<file path="config.mk">
export PLATFORM = sky130hd
export DESIGN_NAME = trace_ring_buffer_writer
export DESIGN_NICKNAME = d
export VERILOG_FILES = /design/src/rtl/trace_ring_pkg.sv /design/src/rtl/trace_skid_fifo.sv /design/src/rtl/trace_ring_buffer_writer.sv
export VERILOG_INCLUDE_DIRS = /design/src /design/src/rtl
export SDC_FILE = /design/constraint.sdc
export NUM_CORES = 1
export LEC_CHECK = 0
export BUFFER_PORTS_ARGS = -buffer_cell sky130_fd_sc_hd__buf_4
export CAP_MARGIN = 20
export CORE_AREA = 2 2 234 236
export CTS_CLUSTER_SIZE = 24
export DETAILED_ROUTE_END_ITERATION = 10
export DIE_AREA = 0 0 236 238
export GPL_TIMING_DRIVEN = 0
export PLACE_DENSITY = 0.63
export SYNTH_ARGS = -nofsm -noshare
export SYNTH_HDL_FRONTEND = slang
export SYNTH_SLANG_ARGS = --single-unit
export TNS_END_PERCENT = 30
</file>
<file path="constraint.sdc">
create_clock -name clk -period 22.4 [get_ports clk]
set_clock_uncertainty 0.1 [all_clocks]
set_input_delay 4.48 -clock clk [delete_from_list [all_inputs] [get_ports clk]]
set_output_delay 4.48 -clock clk [all_outputs]
set_load 0.005 [all_outputs]
</file>
<file path="src/rtl/trace_ring_defines.svh">
`ifndef TRACE_RING_DEFINES_SVH
`define TRACE_RING_DEFINES_SVH

// ****************************************************************
// Widths
// ****************************************************************
`define WORD_W        32
`define FULL_ADDR_W   36
`define HIGH_W        4
`define PTR_W         30
`define PTR_LSB       2

// ****************************************************************
// Register indices on the register port
// ****************************************************************
`define OFS_HIGH      3'h0
`define OFS_HEAD      3'h1
`define OFS_LEN       3'h2
`define OFS_CTRL      3'h3
`define OFS_STAT      3'h4
`define OFS_GEN       3'h5
`define OFS_TAIL      3'h6

// ****************************************************************
// Field positions
// ****************************************************************
`define CODE_MSB      3
`define CODE_LSB      0
`define MODE_MSB      5
`define MODE_LSB      4
`define RES_MSB       2
`define RES_LSB       0
`define WRAP_BIT      3

// ****************************************************************
// Operation codes, full-buffer modes and result codes
// ****************************************************************
`define CODE_NONE     4'h0
`define CODE_CRC      4'h1
`define CODE_TRACE    4'h2
`define MODE_OVER     2'h0
`define MODE_DISABLE  2'h1
`define MODE_STOP     2'h2
`define MODE_FLUSH    2'h3
`define RES_DONE      3'h0
`define RES_BUSY      3'h1
`define RES_UNSUPP    3'h2
`define RES_BUS_ERR   3'h3
`define RES_FAILED    3'h4
`define RES_LOCKED    3'h5
`define RES_CANCELED  3'h6

// ****************************************************************
// Reset values and steps
// ****************************************************************
`define RST_WORD      32'h0000_0000
`define RST_PTR       30'h0000_0000
`define RST_HIGH      4'h0
`define PTR_STEP      30'h0000_0001

`endif

</file>
<file path="src/rtl/trace_ring_pkg.sv">
`include "trace_ring_defines.svh"

package trace_ring_pkg;

  // Writer sequencer states
  typedef enum logic [2:0] {
    ST_IDLE  = 3'b000,
    ST_FETCH = 3'b001,
    ST_WRITE = 3'b010,
    ST_STALL = 3'b011,
    ST_FLUSH = 3'b100
  } ring_state_e;

  // One trace word from the debug logic
  typedef struct packed {
    logic                sync;
    logic [`WORD_W-1:0]  data;
  } trace_word_s;

  // One word write on the system access bus
  typedef struct packed {
    logic [`FULL_ADDR_W-1:0] addr;
    logic [`WORD_W-1:0]      data;
  } bus_wr_s;

endpackage : trace_ring_pkg

</file>
<file path="src/rtl/trace_skid_fifo.sv">
`timescale 1ns/1ps

module trace_skid_fifo #(
  parameter int WIDTH = 33,
  parameter int DEPTH = 2
) (
  // Clock, reset, enable
  input  wire logic             clk,
  input  wire logic             sys_rst,
  input  wire logic             ce,
  // Control
  input  wire logic             clear,
  input  wire logic             open,
  // Filling side
  input  wire logic             in_valid,
  input  wire logic [WIDTH-1:0] in_data,
  output logic                  in_ready,
  // Draining side
  output logic                  out_valid,
  output logic [WIDTH-1:0]      out_data,
  input  wire logic             out_ready
);

  localparam int AW = (DEPTH > 1) ? $clog2(DEPTH) : 1;

  logic [WIDTH-1:0] mem_r [DEPTH];
  logic [AW-1:0]    wr_ptr_r;
  logic [AW-1:0]    rd_ptr_r;
  logic [AW:0]      count_r;
  logic [AW:0]      count_nxt;
  logic             ready_r;
  logic             push;
  logic             pop;

  // Pointer advance with wrap at the last entry
  function automatic logic [AW-1:0] next_ptr(input logic [AW-1:0] p);
    next_ptr = (p == AW'(DEPTH - 1)) ? '0 : p + AW'(1);
  endfunction : next_ptr

  assign push      = in_valid & ready_r & ~clear;
  assign pop       = out_valid & out_ready;
  assign out_valid = (count_r != '0);
  assign out_data  = mem_r[rd_ptr_r];
  assign in_ready  = ready_r;

  // Occupancy; ready is registered so the source sees a clean flop
  always_comb begin
    count_nxt = count_r + (AW+1)'(push) - (AW+1)'(pop);
    if (clear) begin
      count_nxt = '0;
    end
  end

  // Pointers, count and ready
  always_ff @(posedge clk or posedge sys_rst) begin
    if (sys_rst) begin
      wr_ptr_r <= '0;
      rd_ptr_r <= '0;
      count_r  <= '0;
      ready_r  <= 1'b0;
    end else if (ce) begin
      count_r <= count_nxt;
      ready_r <= open && (count_nxt < (AW+1)'(DEPTH));
      if (clear) begin
        wr_ptr_r <= '0;
        rd_ptr_r <= '0;
      end else begin
        if (push) begin
          wr_ptr_r <= next_ptr(wr_ptr_r);
        end
        if (pop) begin
          rd_ptr_r <= next_ptr(rd_ptr_r);
        end
      end
    end
  end

  // Storage needs no reset; count guards every read
  always_ff @(posedge clk) begin
    if (ce && push) begin
      mem_r[wr_ptr_r] <= in_data;
    end
  end

endmodule : trace_skid_fifo

</file>
<file path="src/rtl/trace_ring_buffer_writer.sv">
`timescale 1ns/1ps
`include "trace_ring_defines.svh"

// Summary of operation
// - Trace words are taken only after the trace code is written to control.
// - High, head and length values set at start define a circular buffer.
// - Head pointer is the write pointer; tail pointer belongs to debugger.
// - Bus address is high part on bits 35:32 joined with a pointer.
// - Each write advances head and lowers remaining length.
// - At zero length, head and length reload and writing restarts at start.
// - Buffer is full when head becomes equal to tail.
// - Full mode: 0 overwrite, 1 disable, 2 break-stall, 3 break-flush.
// - Overwrite mode on full: keep writing, set wrap, ask for sync.
// - Wrap flag stays set until software writes zero to it.
// - Disable mode on full: operation ends and block goes idle.
// - Break-stall on full: request debug, stall CPU until tail written.
// - Break-flush on full: request debug, discard words that do not fit.
// - Writing tail with its own value frees the whole buffer.
// - After flush restart, first stored message is a sync message.
// - Operation code: 0 none or cancel, 1 CRC, 2 trace.
// - Result shows busy while trace runs.
// - Result shows done after reset and after full buffer in disable mode only.
// - Writing another code during trace cancels it; result shows canceled.
// - Bus error ends trace; result bus error; failing address kept.
// - Without the trace feature the result shows not implemented.
// - Result codes: 0 done to 6 canceled, others reserved.
// - Head, length and tail keep bits 1:0 at zero.
module trace_ring_buffer_writer #(
  parameter bit TRACE_PRESENT = 1'b1,
  parameter int BUF_DEPTH     = 2
) (
  // Clock, reset, enable
  input  wire logic                        clk,
  input  wire logic                        sys_rst,
  input  wire logic                        ce,
  // Register port
  input  wire logic                        reg_sel,
  input  wire logic                        reg_wr,
  input  wire logic [2:0]                  reg_addr,
  input  wire logic [`WORD_W-1:0]          reg_wdata,
  output logic      [`WORD_W-1:0]          reg_rdata,
  // Trace words from the debug logic
  input  wire logic                        trc_valid,
  input  wire trace_ring_pkg::trace_word_s trc_word,
  output logic                             trc_ready,
  // System access bus writes
  output logic                             bus_req,
  output trace_ring_pkg::bus_wr_s          bus_cmd,
  input  wire logic                        bus_ack,
  input  wire logic                        bus_err,
  // Debug logic control
  output logic                             sync_req,
  output logic                             debug_req,
  output logic                             cpu_stall,
  output logic                             trace_redirect
);
  import trace_ring_pkg::*;

  // ****************************************************************
  // Storage
  // ****************************************************************
  logic [`HIGH_W-1:0] high_r;
  logic [`PTR_W-1:0]  head_r, len_r, tail_r, base_head_r, base_len_r;
  logic [`CODE_MSB:0] code_r;
  logic [1:0]         mode_r;
  logic [`RES_MSB:0]  result_r;
  logic               wrap_r, sync_need_r;
  logic [`WORD_W-1:0] gen_r, rdata_r;
  ring_state_e        state_r, state_nxt;
  logic               bus_req_r, sync_req_r, debug_req_r, cpu_stall_r;
  logic               redirect_r;
  bus_wr_s            bus_cmd_r;

  logic               wr_ctrl, wr_stat, wr_tail, wr_idle;
  logic [`CODE_MSB:0] new_code;
  logic               start, cancel, unsupp, take, drop, pop;
  logic               acked, failed, at_end, full;
  logic [`PTR_W-1:0]  head_nxt, len_nxt;
  logic               fifo_valid, fifo_open, fifo_clear;
  trace_word_s        fifo_word;

  // Register-port write decode
  function automatic logic hit(input logic [2:0] ofs);
    hit = reg_sel && reg_wr && (reg_addr == ofs);
  endfunction : hit

  // Full bus address from the high part and a word pointer
  function automatic logic [`FULL_ADDR_W-1:0] full_addr(
    input logic [`HIGH_W-1:0] hi, input logic [`PTR_W-1:0] p);
    full_addr = {hi, p, 2'b00};
  endfunction : full_addr

  // ****************************************************************
  // Decode
  // ****************************************************************
  // The helper reads the strobes itself, so a process keeps them in view
  always_comb begin
    wr_ctrl = hit(`OFS_CTRL);
    wr_stat = hit(`OFS_STAT);
    wr_tail = hit(`OFS_TAIL);
  end
  assign wr_idle  = (state_r == ST_IDLE);
  assign new_code = reg_wdata[`CODE_MSB:`CODE_LSB];
  assign start    = wr_ctrl && wr_idle && TRACE_PRESENT &&
                    (new_code == `CODE_TRACE);
  assign cancel   = wr_ctrl && !wr_idle &&
                    (new_code != `CODE_TRACE);
  assign unsupp   = wr_ctrl && wr_idle && ((new_code == `CODE_CRC) ||
                    ((new_code == `CODE_TRACE) && !TRACE_PRESENT));

  // Word hand-off from the buffer; stale words dropped until sync
  assign pop  = (state_r == ST_FETCH) && fifo_valid && !cancel;
  assign drop = sync_need_r && !fifo_word.sync;
  assign take = pop && !drop;

  // Head advance, wrap and full detection on a completed write
  assign acked    = (state_r == ST_WRITE) && bus_ack && !cancel;
  assign failed   = (state_r == ST_WRITE) && bus_err && !cancel;
  assign len_nxt  = len_r - `PTR_STEP;
  assign at_end   = (len_nxt == `RST_PTR);
  assign head_nxt = at_end ? base_head_r : head_r + `PTR_STEP;
  assign full     = acked && (head_nxt == tail_r);

  // Source is open only where words can move on
  assign fifo_open  = (state_nxt != ST_IDLE) && (state_nxt != ST_STALL);
  assign fifo_clear = (state_r == ST_IDLE) || (state_r == ST_FLUSH);

  trace_skid_fifo #(
    .WIDTH ($bits(trace_word_s)),
    .DEPTH (BUF_DEPTH)
  ) u_fifo (
    .clk       (clk),
    .sys_rst   (sys_rst),
    .ce        (ce),
    .clear     (fifo_clear),
    .open      (fifo_open),
    .in_valid  (trc_valid),
    .in_data   (trc_word),
    .in_ready  (trc_ready),
    .out_valid (fifo_valid),
    .out_data  (fifo_word),
    .out_ready (pop)
  );

  // ****************************************************************
  // Sequencer
  // ****************************************************************
  always_comb begin
    state_nxt = state_r;
    case (state_r)
      ST_IDLE: begin
        if (start) state_nxt = ST_FETCH;
      end
      ST_FETCH: begin
        if (take) state_nxt = ST_WRITE;
      end
      ST_WRITE: begin
        if (failed) begin
          state_nxt = ST_IDLE;
        end else if (full) begin
          case (mode_r)
            `MODE_OVER:    state_nxt = ST_FETCH;
            `MODE_DISABLE: state_nxt = ST_IDLE;
            `MODE_STOP:    state_nxt = ST_STALL;
            default:       state_nxt = ST_FLUSH;
          endcase
        end else if (acked) begin
          state_nxt = ST_FETCH;
        end
      end
      ST_STALL, ST_FLUSH: begin
        if (wr_tail) state_nxt = ST_FETCH;
      end
      default: state_nxt = ST_IDLE;
    endcase
    if (cancel) state_nxt = ST_IDLE;
  end

  always_ff @(posedge clk or posedge sys_rst) begin
    if (sys_rst) begin
      state_r    <= ST_IDLE;
      redirect_r <= 1'b0;
    end else if (ce) begin
      state_r    <= state_nxt;
      redirect_r <= (state_nxt != ST_IDLE);
    end
  end

  // ****************************************************************
  // Address registers; pointers hold word index so bits 1:0 read 0
  // ****************************************************************
  always_ff @(posedge clk or posedge sys_rst) begin
    if (sys_rst) begin
      high_r <= `RST_HIGH;
      head_r <= `RST_PTR;
      len_r  <= `RST_PTR;
      tail_r <= `RST_PTR;
      gen_r  <= `RST_WORD;
    end else if (ce) begin
      if (acked) begin
        head_r <= head_nxt;
        len_r  <= at_end ? base_len_r : len_nxt;
      end else if (wr_idle) begin
        if (hit(`OFS_HIGH)) high_r <= reg_wdata[`HIGH_W-1:0];
        if (hit(`OFS_HEAD)) head_r <= reg_wdata[`WORD_W-1:`PTR_LSB];
        if (hit(`OFS_LEN))  len_r  <= reg_wdata[`WORD_W-1:`PTR_LSB];
      end
      if (wr_tail) tail_r <= reg_wdata[`WORD_W-1:`PTR_LSB];
      if (hit(`OFS_GEN)) gen_r <= reg_wdata;
    end
  end

  // Private copies taken at start, reused at every wrap
  always_ff @(posedge clk or posedge sys_rst) begin
    if (sys_rst) begin
      base_head_r <= `RST_PTR;
      base_len_r  <= `RST_PTR;
    end else if (ce && start) begin
      base_head_r <= head_r;
      base_len_r  <= len_r;
    end
  end

  // ****************************************************************
  // Control and status
  // ****************************************************************
  always_ff @(posedge clk or posedge sys_rst) begin
    if (sys_rst) begin
      code_r <= `CODE_NONE;
      mode_r <= `MODE_OVER;
    end else if (ce) begin
      if (wr_ctrl) begin
        code_r <= new_code;
        mode_r <= reg_wdata[`MODE_MSB:`MODE_LSB];
      end else if (state_nxt == ST_IDLE && !wr_idle) begin
        code_r <= `CODE_NONE;
      end
    end
  end

  // Result code of the current or last operation
  always_ff @(posedge clk or posedge sys_rst) begin
    if (sys_rst) begin
      result_r <= `RES_DONE;
    end else if (ce) begin
      if (start)       result_r <= `RES_BUSY;
      else if (unsupp) result_r <= `RES_UNSUPP;
      else if (cancel) result_r <= `RES_CANCELED;
      else if (failed) result_r <= `RES_BUS_ERR;
      else if (full && mode_r == `MODE_DISABLE)
        result_r <= `RES_DONE;
    end
  end

  // Wrap flag: a set in the clearing cycle wins
  always_ff @(posedge clk or posedge sys_rst) begin
    if (sys_rst) begin
      wrap_r <= 1'b0;
    end else if (ce) begin
      if (full && mode_r == `MODE_OVER) begin
        wrap_r <= 1'b1;
      end else if (wr_stat && !reg_wdata[`WRAP_BIT]) begin
        wrap_r <= 1'b0;
      end
    end
  end

  // Stored words after a flush must begin at a sync message
  always_ff @(posedge clk or posedge sys_rst) begin
    if (sys_rst) begin
      sync_need_r <= 1'b0;
    end else if (ce) begin
      if (start) sync_need_r <= 1'b0;
      else if (full && mode_r == `MODE_FLUSH) sync_need_r <= 1'b1;
      else if (take) sync_need_r <= 1'b0;
    end
  end

  // ****************************************************************
  // Bus master; cancel abandons an open write, bus must tolerate it
  // ****************************************************************
  always_ff @(posedge clk or posedge sys_rst) begin
    if (sys_rst) begin
      bus_req_r <= 1'b0;
      bus_cmd_r <= '0;
    end else if (ce) begin
      if (take) begin
        bus_req_r      <= 1'b1;
        bus_cmd_r.addr <= full_addr(high_r, head_r);
        bus_cmd_r.data <= fifo_word.data;
      end else if (acked || failed || cancel) begin
        bus_req_r <= 1'b0;
      end
    end
  end

  // Requests to the debug logic
  always_ff @(posedge clk or posedge sys_rst) begin
    if (sys_rst) begin
      sync_req_r  <= 1'b0;
      debug_req_r <= 1'b0;
      cpu_stall_r <= 1'b0;
    end else if (ce) begin
      sync_req_r <= (full && mode_r == `MODE_OVER) ||
                    (state_r == ST_FLUSH && wr_tail);
      if (full && mode_r[1]) begin
        debug_req_r <= 1'b1;
        cpu_stall_r <= (mode_r == `MODE_STOP);
      end else if (wr_tail || cancel) begin
        debug_req_r <= 1'b0;
        cpu_stall_r <= 1'b0;
      end
    end
  end

  // Read data, one cycle after the read access
  always_ff @(posedge clk or posedge sys_rst) begin
    if (sys_rst) begin
      rdata_r <= `RST_WORD;
    end else if (ce && reg_sel && !reg_wr) begin
      rdata_r <= `RST_WORD;
      case (reg_addr)
        `OFS_HIGH: rdata_r[`HIGH_W-1:0] <= high_r;
        `OFS_HEAD: rdata_r <= {head_r, 2'b00};
        `OFS_LEN:  rdata_r <= {len_r, 2'b00};
        `OFS_CTRL: begin
          rdata_r[`CODE_MSB:`CODE_LSB] <= code_r;
          rdata_r[`MODE_MSB:`MODE_LSB] <= mode_r;
        end
        `OFS_STAT: begin
          rdata_r[`RES_MSB:`RES_LSB] <= result_r;
          rdata_r[`WRAP_BIT]         <= wrap_r;
        end
        `OFS_GEN:  rdata_r <= gen_r;
        `OFS_TAIL: rdata_r <= {tail_r, 2'b00};
        default:   rdata_r <= `RST_WORD;
      endcase
    end
  end

  assign reg_rdata      = rdata_r;
  assign bus_req        = bus_req_r;
  assign bus_cmd        = bus_cmd_r;
  assign sync_req       = sync_req_r;
  assign debug_req      = debug_req_r;
  assign cpu_stall      = cpu_stall_r;
  assign trace_redirect = redirect_r;
endmodule : trace_ring_buffer_writer

</file>
# Yosys cells after proc, flatten, opt, wreduce, memory -nomap -nowiden
# Memories as Yosys holds them, arrays and structs flattened.
# Index checks and enable logic that the tools add are counted.
[op_classes]
addsub = 6
order_cmp = 1
n_eq_ne = 18
muxes = 46
bitwise_logic = 5
n_reduce_logical = 80
[op_table]
columns = ["operator", "n"]
rows = [
  ["$mux 30", 8],
  ["$pmux 26 s4", 1],
  ["$mux 3", 12],
  ["$logic_and 1x1->1", 35],
  ["$add 30x1->30 const B", 1],
  ["$eq 30x30->1", 1],
  ["$logic_not 30->1", 1],
  ["$sub 30x1->30 const B", 1],
  ["$pmux 4 s7", 1],
  ["$reduce_and 2->1", 12],
  ["$reduce_bool 2->1", 10],
  ["$mux 1", 18],
  ["$eq 3x2->1 const B", 4],
  ["$eq 3x3->1 const B", 4],
  ["$pmux 3 s4", 1],
  ["$pmux 2 s5", 1],
  ["$logic_not 3->1", 3],
  ["$pmux 3 s3", 1],
  ["$mux 4", 2],
  ["$eq 3x1->1 const B", 2],
  ["$logic_not 1->1", 6],
  ["$reduce_and 3->1", 2],
  ["$reduce_bool 3->1", 2],
  ["$logic_or 1x1->1", 5],
  ["17 further kinds", 22],
]
[word_totals]
reg_bits = 308
mem_bits_rw = 66
output_inout_bits = 106
word_cells = 182
memories = 1
[mem_list]
columns = ["name", "depth", "word_bits", "read_ports", "rd_clocked_by_memory_dff", "wr", "line_no", "text"]
rows = [
  ["u_fifo.mem_r", 2, 33, 1, 0, 1, "trace_skid_fifo.sv:26", "logic [WIDTH-1:0] mem_r [DEPTH];"],
]

# Longest topological paths before layout
[depth]
depth_word = 15
ltp_mapped = 17
depth_no_buf = 14

# Hierarchy
# Synthesis repeated with hierarchy kept, for this count alone.
[unflattened]
hier_cells = 1718
area_unflattened_um2 = 18327.6
[by_module_without_submodules]
columns = ["mod", "instances", "cells_per_inst", "area_per_inst_um2"]
rows = [
  ["trace_ring_buffer_writer", 1, 1580, 15592.5],
  ["trace_skid_fifo", 1, 138, 2735.1],
]

# Least setup slack after synthesis
# Ideal clock, no wire load.
[synth_timing]
kind = "in2reg"
from = "input ce"
to = "memory u_fifo.mem_r[0][0] (enable)"
arrival_time_ps = 7382
path_slack_ps = 14452
stages = 4
n_path_buf = 2
path_cell_list = "clkbuf_1 > clkbuf_1 > nand2_1 > nor3_1"
[synth_between]
elab_chain_cells = 3
[synth_rtl]
columns = ["element", "line_no", "text"]
rows = [
  ["start: declaration", "trace_ring_buffer_writer.sv:35", "input wire logic ce,"],
  ["$logic_and 1x1->1", "trace_skid_fifo.sv:80", "if (ce && push) begin"],
  ["$mux 1", "trace_skid_fifo.sv:80", ""],
  ["$mux 1 (not written as such)", "trace_skid_fifo.sv:81", "mem_r[wr_ptr_r] <= in_data;"],
  ["end: declaration", "trace_skid_fifo.sv:26", ""],
]
# No other way between the ends.

# Final worst setup path
[layout_timing]
from = "input reg_wdata[3]"
to = "register head_r[0]"
[layout_between]
elab_chain_cells = 6
word_cells_on_any_way = 8
cone_classes = "eq/ne: 1; mux: 1; reduce/logical: 6"
[layout_rtl]
columns = ["element", "line_no", "text"]
rows = [
  ["start: declaration", "trace_ring_buffer_writer.sv:40", "input wire logic [`WORD_W-1:0] reg_wdata,"],
  ["$ne 4x2->1 (no source line) *", "--", ""],
  ["$logic_and 1x1->1 *", "trace_ring_buffer_writer.sv:106", "assign cancel = wr_ctrl && !wr_idle &&"],
  ["$logic_not 1->1 *", "trace_ring_buffer_writer.sv:117", "assign acked = (state_r == ST_WRITE) && bus_ack && !cancel;"],
  ["$logic_and 1x1->1 *", "trace_ring_buffer_writer.sv:117", ""],
  ["$reduce_bool 2->1 (no source line)", "--", ""],
  ["$reduce_and 3->1 (no source line)", "--", ""],
  ["end signal: assignment", "trace_ring_buffer_writer.sv:195", "head_r <= `RST_PTR;"],
  ["end signal: assignment", "trace_ring_buffer_writer.sv:201", "head_r <= head_nxt;"],
  ["end signal: assignment", "trace_ring_buffer_writer.sv:205", "if (hit(`OFS_HEAD)) head_r <= reg_wdata[`WORD_W-1:`PTR_LSB];"],
  ["end: declaration", "trace_ring_buffer_writer.sv:63", "logic [`PTR_W-1:0] head_r, len_r, tail_r, base_head_r, base_len_r;"],
]
# Mark *: on every way between the ends. The rest lies on a longest branch, timed or not.
# A chain may end at the register's enable or synchronous reset.

==> metrics.txt <==
area of the die=56200 sq um; Switching Fraction=36.7%; CTS clk-pin slew, worst paths=0.06 ns; share of cells above drive strength 1=22.8%; worst-path maximum fanout=10; commonest non-fill, non-tap cell in the layout=dfrtp_1; number of synthesis warnings=0; Via-to-Cell Ratio=5.56; VDD IR max=0.0636 mV; Final TNS setup=0 ns; internal power of the cells=1.58 mW; Crit path max-delay family=buffers and inverters; Post-DP HPWL=48300 um; Global Route met3 Usage=5.22%; antenna cells=0; DRC viols=0; register area share after synthesis=52.3%; Clock Path Buffers=3; Pwr Density=112 nW/um^2; Max Clk Rate=0.126 GHz; TritonRoute pass-1 iters=5; final hold vios=0; number of post-CTS setup repair buffers=0; htree depth=2; via count=15152; port bufs=174; Lkg Pwr=9.48 nW; Place WS=14.00 ns; cell area after synthesis=18500 sq um; Final Cycle Share=35.5%; DIE WIDTH=236 um; final wirelength=63800 um; worst path bufs/invs=5; I/O pins=182; GRT Total Usage=22.6%; clk root buf=clkbuf_16; routing usage on met1=28.9%; Switch Pwr=0.914 mW; gp weighted congestion=0.958; initial antenna violation count=0; Layout fillers=5113; Hold Crit Class=flop to flop; asr flop ratio synth=82.4%; Power Total=2.49 mW; met2 Usage GRT=36.6%; clock share of power=27.3%; Layout area overhead=20.0%; first-pass GRT wire length=95700 um; final core utilization=41.6%; crit path kind=input port to flop; Gate power share=32.7%; most used cell, CP=clkbuf_1; drt wl/cell=23.4 um; GRT overflow=0; top cell type's share of synthesized area=41.6%; Synth Area per Inst=10.5 sq um; largest net degree at the start of global routing=121; area leader, netlist=dfrtp_1; worst stage delay on the critical path=0.71 ns; area of the core=53500 sq um; Final Max Tran Viols=0; status=completed; Fin Hold WS=0.376 ns; vias in the first global route=15082; initial DRC count=1371; cell row count=85; endpoint class of the critical path=flop; most frequent cells in the layout=308 x dfrtp_1, 200 x nand2_1, 184 x buf_4; TritonCTS Buffers=43; ys flop type=dfrtp_1; Critical Path Start Type=input port; Initial Util=34.7%; slew margin rel.=20.4%; Skew-Pair Late Insertion Delay=0.58 ns; worst-margin pin slew=1.19 ns; hold_buf cts=0; Post-Synthesis Cells=1763; Post-synth EDFFs=66; CP cell instances=clkbuf_1 -> nor4b_1 -> nor4_1 -> buf_2 -> nor2b_1 -> and2_1 -> clkbuf_1 -> clkbuf_1 -> clkbuf_1 -> nor2_1 -> o21a_1 -> a31oi_1; Synth Register Bits=374; max capacitance violation total=0; endpoints failing setup=0; Synth cell types=76; Die Ht=238 um; minimum clock period=7.95 ns; grt peak-use layer=met2; # clock sinks=374; CTS-repair resized insts=0; CP arrival=8.33 ns; part of the power in registers=40.0%; remaining antenna violation count=0; ranking of synthesized cells by area=dfrtp_1 42%, edfxtp_1 11%, mux2_2 9.6%; final setup margin=14.45 ns; RSZ-0062 raised after global routing=false; CTS tree=yes; Worst EP required=22.78 ns; cell at the slowest stage of the critical path=clkbuf_1; nets=2077
==> worst reg2reg max path, delay by kind of cell (launching register included) <==
kind	cells	cell delay, ns
AOI/OAI and AO/OA	5	1.36
adders and majority gates	1	0.29
buffers and inverters	4	0.91
DFF	1	0.38
and+or+nand+nor	7	2.78
==> power groups by stage <==
stage	Sequential [mW]	Combinational, mW	Clock [mW]
after floorplan	0.958	0.485	0
after global placement	1.00	0.792	0
after detailed placement	1.00	0.808	0
after CTS	0.995	0.811	0.700
after global routing	1.02	0.890	0.729
final	0.997	0.814	0.682
==> logic make-up (layout without fill, tap and decap cells) <==
logic type,count (synthesis),count (layout),synth area share [%]
compound gates,410,410,13.9
xor+xnor,78,78,3.68
fa+ha+maj,5,5,0.337
buf+inv,160,424,3.58
flops,374,374,52.3
mux,201,201,11.9
other cells,1,2,0.0202
simple gates,534,534,14.3
==> through the flow <==
stage / instances / instance area, sq um
floorplan: 1764 / 18500
global placement: 2634 / 20700
detailed placement: 2647 / 20900
CTS: 2724 / 22200
global route: 2724 / 22200
finish: 2724 / 22200
==> Yosys cell counts, types with 10 or more instances <==
library cell,number
a211oi_1,15
a21oi_1,92
a221oi_1,34
a22o_1,27
a31oi_1,20
and2_1,10
and3_1,14
buf_2,17
clkbuf_1,106
dfrtp_1,308
edfxtp_1,66
inv_1,24
mux2_2,158
mux2i_1,43
nand2_1,200
nand3_1,39
nand4_1,17
nor2_1,116
nor2b_1,10
nor3_1,48
nor4_1,13
o21ai_0,136
o21ai_1,10
o22a_1,18
or3_1,11
xnor2_1,48
xor2_1,30
==> cell type report <==
type                    count  area, sq um  area share [%]
repair buffers            187         1460            6.55
multi-input cells        1230         8210            36.9
plain buffers             136          574            2.58
inverters                  24         97.6           0.439
well taps                 696          871            3.91
clock inverters            13          116           0.523
clock buffers              64         1230            5.51
flip-flops and latches    374         9690            43.6
==> sequential cells by signal, indices dropped and copies added (netlist names), 2 cells and up <==
name,cells
gen_r,32
code_r,4
state_r,3
bus_cmd,66
u_fifo.count_r,2
base_len_r,30
tail_r,30
len_r,30
u_fifo.mem_r,66
high_r,4
mode_r,2
result_r,3
head_r,30
reg_rdata,32
base_head_r,30
==> layer usage <==
metal	vias to the layer above	share of wire, %
met2	581	47
met3	122	7.9
met4	0	4.1
li1	6864	-
met5	-	0
met1	7585	41
==> worst paths after layout <==
kind	cells after the start	start	to	slack (ns)
hold / removal	2	reg_rdata[6]	reg_rdata[6]	0.38
max in group asynchronous	3	sys_rst	len_r[22]	17.17
hold reg to reg	2	reg_rdata[6]	reg_rdata[6]	0.38
setup reg to reg	17	len_r[0]	code_r[3]	16.44
setup / recovery	12	reg_wdata[3]	head_r[0]	14.45
min in group asynchronous	2	sys_rst	bus_cmd[1]	3.91
(Power assumes the default switching activity.)
